**src/include/cs_ocp_consts.vh**
```
`ifndef CS_OCP_CONSTS_VH
`define CS_OCP_CONSTS_VH

// ***********************************************************
// register map
// ***********************************************************
`define ADDR_CFG            8'h1d
`define ADDR_CFG_EXT        8'h1e
`define ADDR_IRQ_STATUS     8'h20
`define ADDR_IRQ_ENABLE     8'h21
`define ADDR_IRQ_CLEAR      8'h22
`define ADDR_EVENT_COUNT    8'h23
`define RESET_CFG           16'h0028
`define RESET_CFG_EXT       16'h0833

// ***********************************************************
// field positions
// ***********************************************************
`define GAIN_LSB            0
`define GAIN_MSB            2
`define GAIN_SRC_BIT        3
`define AMP_EN_LSB          4
`define AMP_EN_MSB          6
`define BLANK_LSB           7
`define BLANK_MSB           10
`define DCCAL_BIT           11
`define DEGLITCH_LSB        12
`define DEGLITCH_MSB        13
`define FLT_CFG_LSB         14
`define FLT_CFG_MSB         15
`define TRUNC_DIS_BIT       11

// ***********************************************************
// fault trigger codes and counts
// ***********************************************************
`define FLT_COUNT8          2'b00
`define FLT_COUNT16         2'b01
`define FLT_EVERY           2'b10
`define FLT_NONE            2'b11
`define EVENTS_FEW          8
`define EVENTS_MANY         16

// ***********************************************************
// timing, in ns, and clock period
// ***********************************************************
`define CLK_PERIOD_NS       10
`define DEGLITCH_2US_NS     2000
`define DEGLITCH_4US_NS     4000
`define DEGLITCH_8US_NS     8000

// ***********************************************************
// interrupt bits
// ***********************************************************
`define IRQ_EVENT_BIT       0
`define IRQ_FAULT_BIT       1

`endif

```
**src/design/current_sense_ocp_config.v**
```verilog
`timescale 1ns/1ps
`include "cs_ocp_consts.vh"

module current_sense_ocp_config (
    // clock and reset
    input  wire        core_clk,
    input  wire        rst,
    input  wire        clk_en,
    // register port
    input  wire [7:0]  reg_addr,
    input  wire [15:0] reg_wdata,
    input  wire        reg_write,
    input  wire        reg_read,
    output reg  [15:0] reg_rdata,
    // pins
    input  wire [2:0]  overcurrent_pin,
    input  wire        pwm_edge,
    // analog controls
    output reg  [6:0]  amp_gain_vv,
    output reg         gain_source_pin_select,
    output reg  [2:0]  amp_enable,
    output reg         dc_calibration_request,
    output reg         power_stage_hiz,
    // protection
    output reg         pwm_truncate,
    output reg         overcurrent_fault,
    output reg         irq
);

    // ***********************************************************
    // registers
    // ***********************************************************
    reg [15:0] current_sense_amp_config;
    reg [15:0] current_sense_amp_config_ext;
    reg [1:0]  irq_status_reg;
    reg [1:0]  irq_enable_reg;
    reg [4:0]  event_count_reg;
    reg [2:0]  oc_meta_reg;
    reg [2:0]  oc_sync_reg;
    reg        pwm_meta_reg;
    reg        pwm_sync_reg;
    reg        pwm_prev_reg;
    reg        filt_prev_reg;

    wire       blanking;
    wire       filtered;
    wire       pwm_rise  = pwm_sync_reg & ~pwm_prev_reg;
    wire       trunc_dis = current_sense_amp_config_ext[`TRUNC_DIS_BIT];
    wire [1:0] flt_cfg   = current_sense_amp_config[`FLT_CFG_MSB:`FLT_CFG_LSB];
    wire [2:0] amp_en    = current_sense_amp_config[`AMP_EN_MSB:`AMP_EN_LSB];
    wire       oc_raw    = |(oc_sync_reg & amp_en) & ~blanking;
    wire       oc_event  = filtered & ~filt_prev_reg;
    wire       fault_hit;
    wire       wr_clear  = reg_write && reg_addr == `ADDR_IRQ_CLEAR;

    // ***********************************************************
    // gain decode
    // ***********************************************************
    function [6:0] gain_of;
        input [2:0] code;
        begin
            case (code)
                3'h6:    gain_of = 7'd32;
                3'h7:    gain_of = 7'd64;
                default: gain_of = {2'd0, code + 3'd1, 2'd0};
            endcase
        end
    endfunction

    // ***********************************************************
    // input synchronisers
    // ***********************************************************
    always @(posedge core_clk) begin
        if (rst) begin
            oc_meta_reg  <= 3'd0;
            oc_sync_reg  <= 3'd0;
            pwm_meta_reg <= 1'b0;
            pwm_sync_reg <= 1'b0;
            pwm_prev_reg <= 1'b0;
        end else if (clk_en) begin
            oc_meta_reg  <= overcurrent_pin;
            oc_sync_reg  <= oc_meta_reg;
            pwm_meta_reg <= pwm_edge;
            pwm_sync_reg <= pwm_meta_reg;
            pwm_prev_reg <= pwm_sync_reg;
        end
    end

    // ***********************************************************
    // blanking and deglitch
    // ***********************************************************
    blank_timer u_blank (
        .core_clk   (core_clk),
        .rst        (rst),
        .clk_en     (clk_en),
        .start      (pwm_rise),
        .blank_code (current_sense_amp_config[`BLANK_MSB:`BLANK_LSB]),
        .blanking   (blanking)
    );

    deglitch_filter u_deglitch (
        .core_clk      (core_clk),
        .rst           (rst),
        .clk_en        (clk_en),
        .deglitch_code (current_sense_amp_config[`DEGLITCH_MSB:`DEGLITCH_LSB]),
        .bypass        (~trunc_dis),
        .raw_in        (oc_raw),
        .filtered      (filtered)
    );

    // ***********************************************************
    // event counting and fault
    // ***********************************************************
    assign fault_hit = oc_event && (
        (flt_cfg == `FLT_EVERY) ||
        (flt_cfg == `FLT_COUNT8 && event_count_reg + 5'd1 >= `EVENTS_FEW) ||
        (flt_cfg == `FLT_COUNT16 && event_count_reg + 5'd1 >= `EVENTS_MANY));

    always @(posedge core_clk) begin
        if (rst) begin
            filt_prev_reg     <= 1'b0;
            event_count_reg   <= 5'd0;
            overcurrent_fault <= 1'b0;
        end else if (clk_en) begin
            filt_prev_reg <= filtered;
            if (oc_event && event_count_reg != 5'h1f)
                event_count_reg <= event_count_reg + 5'd1;
            if (fault_hit)
                overcurrent_fault <= 1'b1;
            else if (wr_clear && reg_wdata[`IRQ_FAULT_BIT]) begin
                overcurrent_fault <= 1'b0;
                event_count_reg   <= 5'd0;
            end
        end
    end

    // ***********************************************************
    // register writes and interrupt
    // ***********************************************************
    always @(posedge core_clk) begin
        if (rst) begin
            current_sense_amp_config     <= `RESET_CFG;
            current_sense_amp_config_ext <= `RESET_CFG_EXT;
            irq_status_reg               <= 2'd0;
            irq_enable_reg               <= 2'd0;
        end else if (clk_en) begin
            if (reg_write && reg_addr == `ADDR_CFG)
                current_sense_amp_config <= reg_wdata;
            if (reg_write && reg_addr == `ADDR_CFG_EXT)
                current_sense_amp_config_ext <= reg_wdata;
            if (reg_write && reg_addr == `ADDR_IRQ_ENABLE)
                irq_enable_reg <= reg_wdata[1:0];
            irq_status_reg <= (irq_status_reg & ~(wr_clear ? reg_wdata[1:0] : 2'b00))
                            | {fault_hit, oc_event};
        end
    end

    // ***********************************************************
    // read port and outputs
    // ***********************************************************
    always @(posedge core_clk) begin
        if (rst) begin
            reg_rdata              <= 16'h0000;
            amp_gain_vv            <= 7'd0;
            gain_source_pin_select <= 1'b0;
            amp_enable             <= 3'd0;
            dc_calibration_request <= 1'b0;
            power_stage_hiz        <= 1'b0;
            pwm_truncate           <= 1'b0;
            irq                    <= 1'b0;
        end else if (clk_en) begin
            if (!reg_read)
                reg_rdata <= 16'h0000;
            else if (reg_addr == `ADDR_CFG)
                reg_rdata <= current_sense_amp_config;
            else if (reg_addr == `ADDR_CFG_EXT)
                reg_rdata <= current_sense_amp_config_ext;
            else if (reg_addr == `ADDR_IRQ_STATUS)
                reg_rdata <= {14'd0, irq_status_reg};
            else if (reg_addr == `ADDR_IRQ_ENABLE)
                reg_rdata <= {14'd0, irq_enable_reg};
            else if (reg_addr == `ADDR_EVENT_COUNT)
                reg_rdata <= {11'd0, event_count_reg};
            else
                reg_rdata <= 16'h0000;
            amp_gain_vv <= gain_of(current_sense_amp_config[`GAIN_MSB:`GAIN_LSB]);
            gain_source_pin_select <= current_sense_amp_config[`GAIN_SRC_BIT];
            amp_enable <= amp_en;
            dc_calibration_request <= current_sense_amp_config[`DCCAL_BIT];
            power_stage_hiz <= current_sense_amp_config[`DCCAL_BIT];
            pwm_truncate <= filtered & ~trunc_dis;
            irq <= |(irq_status_reg & irq_enable_reg);
        end
    end

endmodule // current_sense_ocp_config

```
**src/design/blank_timer.v**
```verilog
`timescale 1ns/1ps
`include "cs_ocp_consts.vh"

module blank_timer (
    // clock and reset
    input  wire        core_clk,
    input  wire        rst,
    input  wire        clk_en,
    // control
    input  wire        start,
    input  wire [3:0]  blank_code,
    // status
    output reg         blanking
);

    reg [9:0] cnt_reg;

    // ***********************************************************
    // blanking code to cycles
    // ***********************************************************
    function [9:0] blank_cycles;
        input [3:0] code;
        begin
            case (code)
                4'h0: blank_cycles = 10'd0;
                4'h1: blank_cycles = 10'd5;
                4'h2: blank_cycles = 10'd10;
                4'hb: blank_cycles = 10'd100;
                4'hc: blank_cycles = 10'd200;
                4'hd: blank_cycles = 10'd400;
                4'he: blank_cycles = 10'd600;
                4'hf: blank_cycles = 10'd800;
                default: blank_cycles = {6'd0, code} * 10'd10 - 10'd10;
            endcase
        end
    endfunction

    always @(posedge core_clk) begin
        if (rst) begin
            cnt_reg  <= 10'd0;
            blanking <= 1'b0;
        end else if (clk_en) begin
            if (start && blank_cycles(blank_code) != 10'd0) begin
                cnt_reg  <= blank_cycles(blank_code) - 10'd1;
                blanking <= 1'b1;
            end else if (cnt_reg != 10'd0) begin
                cnt_reg <= cnt_reg - 10'd1;
            end else begin
                blanking <= 1'b0;
            end
        end
    end

endmodule // blank_timer

```
**src/design/deglitch_filter.v**
```verilog
`timescale 1ns/1ps
`include "cs_ocp_consts.vh"

module deglitch_filter (
    // clock and reset
    input  wire        core_clk,
    input  wire        rst,
    input  wire        clk_en,
    // control
    input  wire [1:0]  deglitch_code,
    input  wire        bypass,
    input  wire        raw_in,
    // output
    output reg         filtered
);

    // integer quotients, cut to counter width on purpose
    localparam integer CYC_2US_I = `DEGLITCH_2US_NS / `CLK_PERIOD_NS;
    localparam integer CYC_4US_I = `DEGLITCH_4US_NS / `CLK_PERIOD_NS;
    localparam integer CYC_8US_I = `DEGLITCH_8US_NS / `CLK_PERIOD_NS;
    localparam [9:0]   CYC_2US   = CYC_2US_I[9:0];
    localparam [9:0]   CYC_4US   = CYC_4US_I[9:0];
    localparam [9:0]   CYC_8US   = CYC_8US_I[9:0];

    reg [9:0] cnt_reg;
    reg [9:0] need;

    always @* begin
        case (deglitch_code)
            2'b01:   need = CYC_2US;
            2'b10:   need = CYC_4US;
            2'b11:   need = CYC_8US;
            default: need = 10'd0;
        endcase
    end

    always @(posedge core_clk) begin
        if (rst) begin
            cnt_reg  <= 10'd0;
            filtered <= 1'b0;
        end else if (clk_en) begin
            if (!raw_in) begin
                cnt_reg  <= 10'd0;
                filtered <= 1'b0;
            end else if (bypass || need == 10'd0) begin
                filtered <= 1'b1;
            end else if (cnt_reg + 10'd1 >= need) begin
                filtered <= 1'b1;
            end else begin
                cnt_reg <= cnt_reg + 10'd1;
            end
        end
    end

endmodule // deglitch_filter

```
**config.mk**
```make
export PLATFORM = sky130hd
export DESIGN_NAME = current_sense_ocp_config
export DESIGN_NICKNAME = d
export VERILOG_FILES = /design/src/design/current_sense_ocp_config.v /design/src/design/blank_timer.v /design/src/design/deglitch_filter.v
export VERILOG_INCLUDE_DIRS = /design/src /design/src/include
export SDC_FILE = /design/constraint.sdc
export NUM_CORES = 1
export LEC_CHECK = 0
export BUFFER_PORTS_ARGS = -buffer_cell sky130_fd_sc_hd__buf_4
export CAP_MARGIN = 15
export CORE_ASPECT_RATIO = 0.9
export CORE_MARGIN = 3
export CORE_UTILIZATION = 30
export CTS_CLUSTER_DIAMETER = 40
export DETAILED_ROUTE_END_ITERATION = 10
export MAX_ROUTING_LAYER = met4
export RECOVER_POWER = 100
export SYNTH_ARGS = -nofsm -noshare
export SYNTH_HDL_FRONTEND = slang
export SYNTH_SLANG_ARGS = --single-unit
```
**constraint.sdc**
```tcl
create_clock -name core_clk -period 4.34 [get_ports core_clk]
set_input_delay 0.217 -clock core_clk [delete_from_list [all_inputs] [get_ports core_clk]]
set_output_delay 0.217 -clock core_clk [all_outputs]
set_load 0.01 [all_outputs]
```
* Word level (Yosys, flattened, before mapping) *
Index checks and enable logic that the tools add are counted.

cells by class
  $add $sub $neg = 7
  reductions and logical operators = 30
  multiplexer cells = 30
  bitwise logic cells = 13
  magnitude comparators = 3
  $mul = 1
  eq/ne operators = 25

operators with widths
  kind                   count
  $mux 10                10
  $pmux 10 s8            1
  $mux 16                3
  $eq 8x6->1 const B     4
  $ge 32x4->1 const B    1
  $mux 5                 6
  $pmux 10 s3            1
  $eq 4x4->1 const B     5
  $reduce_bool 10->1     2
  $sub 10x1->10 const B  2
  $eq 8x5->1 const B     2
  $pmux 7 s2             1
  $reduce_and 2->1       7
  $add 10x1->10 const B  1
  $ge 10x10->1           1
  $logic_and 1x1->1      10
  $logic_not 10->1       1
  $sub 8x4->9 const B    1
  $mul 4x3->7 const B    1
  $mux 1                 7
  $add 5x1->6 const B    1
  $eq 2x2->1 const B     3
  $eq 3x3->1 const B     2
  $ge 6x5->1 const B     1
  23 further kinds       35

word-level totals
  word-level logic and storage cells = 132
  output and inout port bits = 32
  flip-flop bits (word level) = 104
  input port bits = 33

* Depth between registers and ports, before layout *
Gate-level depths: netlist (run 1).

  depth in word-level cells = 12
  gate-level depth with buffers = 19

* Hierarchy *
Synthesis (run 1) repeated with hierarchy kept, for this count alone.

second synthesis, totals
  cells, all modules = 716
  area, all modules = 6110.9 µm²

modules (own cells, without submodules)
  module                    cells each  area each (µm²)  times used  seq. area each (µm²)
  current_sense_ocp_config  399         3607.2           1           1601.5
  blank_timer               193         1485.2           1           220.2
  deglitch_filter           124         1018.5           1           220.2

* Least setup slack after synthesis (run 1) *
No wires, ideal clock.

  kind = register to register
  from = register current_sense_amp_config[8]
  to = register u_blank.cnt_reg[4]
  cell stages (with the launch flop) = 19
  arrival time = 4.514 ns
  buffers on the path = 1
  library setup time = 0.064 ns
  setup slack = -0.238 ns
  period minus slack after synthesis = 4.578 ns
  data required time = 4.276 ns
  path through = dfxtp_1 ha_1 ha_1 inv_1 fa_1 nand2b_2 o21a_1 nor3_2 o41ai_4 a311oi_4 clkbuf_1 o21ai_0 ha_1 nand2_1 nor2_1 and3_1 nor3_1 or4b_1 nand4_1

between the ends
  cells in the longest elaborated chain, start to end = 9
  elaborated cells between the ends (all ways) = 22
  those cells by class = add/sub (2); mul (1); eq/ne (7); mux (7); reduce/logical (5)

RTL lines
  item                                                   RTL line                        source
  start: declaration                                     current_sense_ocp_config.v:33   reg [15:0] current_sense_amp_config;
  start signal: assignment                               current_sense_ocp_config.v:142  current_sense_amp_config <= `RESET_CFG;
  start signal: assignment                               current_sense_ocp_config.v:148  current_sense_amp_config <= reg_wdata;
  $mul 4x3->7                                            blank_timer.v:33                default: blank_cycles = {6'd0, code} * 10'd10 - 10'd10;
  $sub 8x4->9                                            blank_timer.v:33
  $pmux 10 s8 *                                          blank_timer.v:24                case (code)
  branches (longest 6 deep; another with $sub 10x1->10)  -
  end signal: assignment                                 blank_timer.v:44                cnt_reg <= blank_cycles(blank_code) - 10'd1;
  end signal: assignment                                 blank_timer.v:47                cnt_reg <= cnt_reg - 10'd1;
  end: declaration                                       blank_timer.v:16                reg [9:0] cnt_reg;

Mark *: on every way between the ends. The select of a mux whose other input is x is not followed.
A chain may end at the register's enable or synchronous reset.

* Worst setup path after layout (run 1) *
Same ends and word-level chain as after synthesis.

==> impl_metrics.tcl, run 1 <==
set metrics [dict create \
    whs_path_depth 3 \
    status "complete, but fails checks" \
    setup_viol 0 \
    drive_above_1_share_pct 11.8 \
    path_max_fanout 8 \
    holdWs_ns 0.0786 \
    yosysSeqAreaShare_pct 35.0 \
    fillCellCount 1952 \
    yosys-top-cells-count "nand2_1, dfxtp_1, nor2_1" \
    synth.most_common_cell "nand2_1" \
    period_share_pct 93.4 \
    critPathKind "flip-flop to flip-flop" \
    violations "capacitance limit, slew limit" \
    place_hpwl_um 11000 \
    setup_tns_ns 0 \
    cp.depth 19 \
    vias 5358 \
    path_cells "ha_1 -> ha_1 -> inv_1 -> fa_2 -> buf_4 -> xnor2_1 -> o21ai_1 -> nand2_1 -> o41ai_4 -> a311oi_4 -> o211ai_1 -> o21ai_1 -> ha_2 -> nand2_1 -> nor2_1 -> and3_4 -> nor3_4 -> or4b_1 -> nand4_1" \
    grt_pass1_wl_um 26000 \
    fp.dieW_um 153 \
    arrival_ns 4.35 \
    slowest_stage "fa_2" \
    rows 47 \
    required_ns 4.63 \
    die_area_um2 21200 \
    cts_root_buffer "clkbuf_16" \
    clock_sinks 102 \
    grt_max_degree 92 \
    crit_path_max_incr_delay_ns 0.46 \
    wl_um 15500 \
    drv_cap 1 \
    vias_per_cell 5.19 \
    yosys-top-cells-area "dfxtp_1, nand2_1, ha_1, nor2_1, mux2i_1" \
    hold_class "input port to flip-flop" \
    power_density_nw_per_um2 335 \
    ir_drop_v 0.000174 \
    synthDistinctLibCells 67 \
    clock_latency_ns 0.36 \
    synth-edff-count 0 \
    synth_warnings 0 \
    drc_errors 0 \
    max_freq_ghz 0.247 \
    synth_flop_cell "dfxtp_1" \
    synth.avg_cell_area_um2 7.93 \
    path_delay_family "simple AND/OR/NAND/NOR gates" \
    cp_num_buf_inv 2 \
    place_ws_ns 0.0786 \
    h-tree-depth 3 \
    post_drt_wl_per_cell_um 15.1 \
    synthArstFlopShare_pct 0 \
    gp_congestion 0.906 \
    firstDrtPassIters 5 \
    reg.largest.list "current_sense_amp_config (16), current_sense_amp_config_ext (16), reg_rdata (16)" \
    numCtsBuffers 9 \
    cts_hold_buf 0 \
    antennaDiodeCount 0 \
    p_leak_nw 2.55 \
    antenna_found_initial 0 \
    detail-route-antenna-nets 0 \
    final_util_pct 36.2 \
    critPathLaunchType "flip-flop" \
    track_usage_pct 15.1 \
    start_util_pct 31.1 \
    netlist_instances 735 \
    worst_clock_skew_ns 0.00648 \
    clk_pin_slew_ns 0.08 \
    io_buffers 62 \
    hold_viol_final 0 \
    cts.path.max_buffers 2 \
    overflow 0 \
    rsz0062_at_grt "false" \
    timing.final.crit_period_ns 4.05 \
    slew_violations 44 \
    worst_pin_slew_ns 2.44 \
    nets 845 \
    grt_pass1_vias 4989 \
    synth-seq-cells 102 \
    yosys.area.top_type "dfxtp_1" \
    setup_slack_ns 0.285 \
    drtIter0Drc 454 \
    reg2regPathDepth 19 \
    cts_tree "yes" \
    synth_top_area_share_pct 35.0 \
    dieHeight_um 138 \
    core_um2 18800 \
    max_slew_margin_pct -62.8 \
    syn2layout_area_growth_pct 16.3 \
    ios 65 \
    endpoint_kind "flip-flop" \
    syn_area_um2 5830 \
]
## worst paths after layout
path | from | to | slack [ns]
setup reg to reg | current_sense_amp_config[8] | u_blank.cnt_reg[4] | 0.29
hold reg to reg | current_sense_amp_config_ext[12] | current_sense_amp_config_ext[12] | 0.46
hold / removal | reg_wdata[4] | current_sense_amp_config_ext[4] | 0.08
setup / recovery | current_sense_amp_config[8] | u_blank.cnt_reg[4] | 0.29
## where the power goes
part,switching (mW),internal [mW],total [mW]
Combinational,0.261,0.199,0.460
Clock,0.387,0.399,0.786
Sequential,0.0443,0.980,1.02
Total,0.692,1.58,2.27
## what timing repair did
item / 4_1_cts / 5_1_grt
endpoints found under the hold margin: 0 / 0
buffers inserted: 0 / 3
setup endpoints to repair: 0 / 3
gates resized for setup: 0 / 12
## final cells by class
cell class | count | area [um^2] | area share, %
multi-input combinational | 565 | 3590 | 52.9
timing repair buffer | 83 | 492 | 7.25
clock inverter | 6 | 48.8 | 0.719
inverter | 21 | 78.8 | 1.16
tap | 245 | 307 | 4.52
sequential | 102 | 2040 | 30.1
clock buffer | 10 | 229 | 3.37
## logic make-up after synthesis
family	Yosys count	share of synthesized area (%)
AOI/OAI and AO/OA	180	21.6
xor gates and xnor gates	18	2.70
adders and majority gates	30	6.57
buffers and inverters	69	4.74
DFF	102	35.0
muxes	29	5.04
other	1	0.0643
and+or+nand+nor	306	24.3
## metrics by stage
step           power (mW)  cell area, um^2  cells
2_1_floorplan        1.37             5850    736
3_3_place_gp         1.49             6560   1013
3_5_place_dp         1.49             6560   1013
4_1_cts              2.28             6840   1029
5_1_grt              2.40             6790   1032
6_report             2.27             6790   1032
## tightest hold or removal path, stage by stage
cell     delay (ns)
buf_4          0.09
nand2_1        0.04
nand3_1        0.06
## metal layers
layer	track usage (%)	wire (um)	vias up
met5	-	0	-
met4	5.25	269	0
met3	1.91	714	17
met2	20.9	6470	149
met1	22.5	8090	2496
li1	-	-	2696
## cell usage in the layout (no fill, tap or decap), types with 17 or more instances in the layout
| cell | synthesis | routed |
|---|---|---|
| a21oi_1 | 49 | 49 |
| a22oi_1 | 17 | 17 |
| buf_4 | 3 | 47 |
| clkbuf_1 | 40 | 36 |
| dfxtp_1 | 102 | 102 |
| ha_1 | 29 | 28 |
| inv_1 | 20 | 20 |
| mux2i_1 | 26 | 26 |
| nand2_1 | 122 | 122 |
| nand3_1 | 26 | 26 |
| nor2_1 | 71 | 71 |
| o21ai_0 | 30 | 28 |
Note: power is estimated with default switching activity, not from simulation.
==> run 2: changes to the inputs <==
--- a/config.mk
+++ b/config.mk
@@ -15,6 +15,7 @@
 export DETAILED_ROUTE_END_ITERATION = 10
 export MAX_ROUTING_LAYER = met4
 export RECOVER_POWER = 100
+export REMOVE_ABC_BUFFERS = 1
 export SYNTH_ARGS = -nofsm -noshare
 export SYNTH_HDL_FRONTEND = slang
 export SYNTH_SLANG_ARGS = --single-unit
==> run 2 against run 1 <==
Against the previous run:
- wire length grew 0.16%
- critical path type unchanged
- the flow now finishes without violations
- final cell count is the same
- clock power grew 4.5%
- first-iteration DRC count grew 2.9%
- clock skew grew 0.0024 ns
- sequential share of layout area grew 0.061 points
==> impl_metrics.tcl, run 2 (same netlist as run 1, synthesis figures left out) <==
set metrics [dict create \
    status "finished, final reports clean" \
    drv_cap 0 \
    setup_viol 0 \
    wl_um 15600 \
    hp-start "reg_wdata[3]" \
    hold_class "input port to flip-flop" \
    track_usage_pct 14.8 \
    dieHeight_um 138 \
    timing.final.crit_period_ns 4.15 \
    cts.path.max_buffers 2 \
    reg2regPathDepth 19 \
    power_density_nw_per_um2 340 \
    vias 5349 \
    core_um2 18800 \
    drtIter0Drc 467 \
    place_ws_ns 0.203 \
    r2r-end "u_blank.cnt_reg[8]" \
    dpl_cell_area_um2 6560 \
    required_ns 4.60 \
    endpoint_kind "flip-flop" \
    p_switching_uw 701 \
    swShare_pct 30.4 \
    p_seq_share_pct 44.4 \
    detail-route-antenna-nets 0 \
    grt_pass1_wl_um 25500 \
    nets 845 \
    period_share_pct 95.6 \
    clock_power_share_pct 35.7 \
    h-tree-depth 3 \
    max_freq_ghz 0.241 \
    stdcell_count 1032 \
    rows 47 \
    start_util_pct 31.1 \
    grt_max_degree 66 \
    total_power_mw 2.30 \
    path_max_fanout 7 \
    vias_per_cell 5.18 \
    overflow 0 \
    p_leak_nw 2.55 \
    whs_path_depth 3 \
    drc_errors 0 \
    drive_above_1_share_pct 11.8 \
    place_hpwl_um 10800 \
    regToRegSetupSlack_ns 0.19 \
    grt_pass1_vias 4922 \
    worst_pin_slew_ns 1.28 \
    antennaDiodeCount 0 \
    setup_slack_ns 0.189 \
    post_drt_wl_per_cell_um 15.1 \
    clock_sinks 102 \
    whs_endpoint "current_sense_amp_config[3]" \
    cts_hold_buf 0 \
    cts_tree "yes" \
    antenna_found_initial 0 \
    timing.rr.start "current_sense_amp_config[8]" \
    power_frac_comb_pct 20.0 \
    ios 65 \
    p_int_mw 1.60 \
    max_slew_margin_pct 14.6 \
    reg.largest.list "current_sense_amp_config (16), current_sense_amp_config_ext (16), reg_rdata (16)" \
    gp_congestion 0.916 \
    ir_drop_v 0.000192 \
    die_area_um2 21200 \
    final_cell_mix "nand2_1, dfxtp_1, nor2_1" \
    post-route-cell-area_um2 6770 \
    arrival_ns 4.41 \
    worst_clock_skew_ns 0.00884 \
    place_inst 1014 \
    critPathKind "flip-flop to flip-flop" \
    cts_root_buffer "clkbuf_16" \
    final_common_cell "nand2_1" \
    hold_viol_final 0 \
    clk_pin_slew_ns 0.08 \
    io_buffers 62 \
    slew_violations 0 \
    fillCellCount 1963 \
    firstDrtPassIters 5 \
    numCtsBuffers 9 \
    fp.dieW_um 153 \
    syn2layout_area_growth_pct 16.1 \
    setup_tns_ns 0 \
    critPathLaunchType "flip-flop" \
    clock_latency_ns 0.35 \
]
[run 2: worst max-delay path: stages, from the launching register on]
cell and delay [ns]:
dfxtp_1 0.32, ha_1 0.29, ha_1 0.21, inv_1 0.07, fa_2 0.44, buf_4 0.17, xnor2_1 0.12, o21ai_1 0.16
nand2_1 0.10, o41ai_4 0.40, a311oi_4 0.18, mux2i_1 0.25, ha_2 0.24, nand2_1 0.07, nor2_1 0.09, and3_1 0.17
nor3_2 0.05, buf_4 0.16, or3_1 0.30, a311oi_1 0.26
[run 2: worst max-delay path by stage]
stage / from / slack, ns / endpoint
floorplan: current_sense_amp_config[10] / -0.68 / u_blank.cnt_reg[4]
global placement: current_sense_amp_config[8] / 0.32 / u_blank.cnt_reg[6]
detailed placement: current_sense_amp_config[8] / 0.20 / u_blank.cnt_reg[8]
CTS: current_sense_amp_config[8] / 0.19 / u_blank.cnt_reg[8]
global route: current_sense_amp_config[10] / -0.05 / u_blank.cnt_reg[6]
finish: current_sense_amp_config[8] / 0.19 / u_blank.cnt_reg[8]
[run 2: area by class of cell]
cell class	count	area (um^2)	area share, %
Clock inverter	6	62.6	0.924
Tap cell	245	307	4.53
Timing Repair Buffer	83	503	7.43
Sequential cell	102	2040	30.2
Multi-Input combinational cell	565	3540	52.3
Clock buffer	10	239	3.53
Inverter	21	78.8	1.16
[run 2: power groups by stage]
| stage | registers, mW | clock network, mW | logic [mW] |
|---|---|---|---|
| global route | 1.03 | 0.879 | 0.513 |
| CTS | 1.02 | 0.843 | 0.448 |
| global placement | 1.04 | 0 | 0.449 |
| floorplan | 1.03 | 0 | 0.300 |
| finish | 1.02 | 0.821 | 0.460 |
| detailed placement | 1.04 | 0 | 0.445 |
[run 2: timing repair]
action / CTS / global route
setup endpoints to repair: 0 / 3
buffers inserted: 0 / 2
resized for setup: 0 / 6
[run 2: routing by layer]
layer / vias to the layer above / track usage [%] / part of all wire (%)
li1: 2707 / - / -
met1: 2501 / 20.7 / 50
met2: 123 / 22.2 / 44
met3: 18 / 2.09 / 4.6
met4: 0 / 4.59 / 1.5
met5: - / - / 0
[run 2: through the flow]
stage	hold WS, ns	util, %
after floorplan	0.286	-
final	0.0835	36.1
after global routing	0.0893	36.1
after detailed placement	0.448	35.0
after global placement	0.442	35.0
after CTS	0.0704	36.6
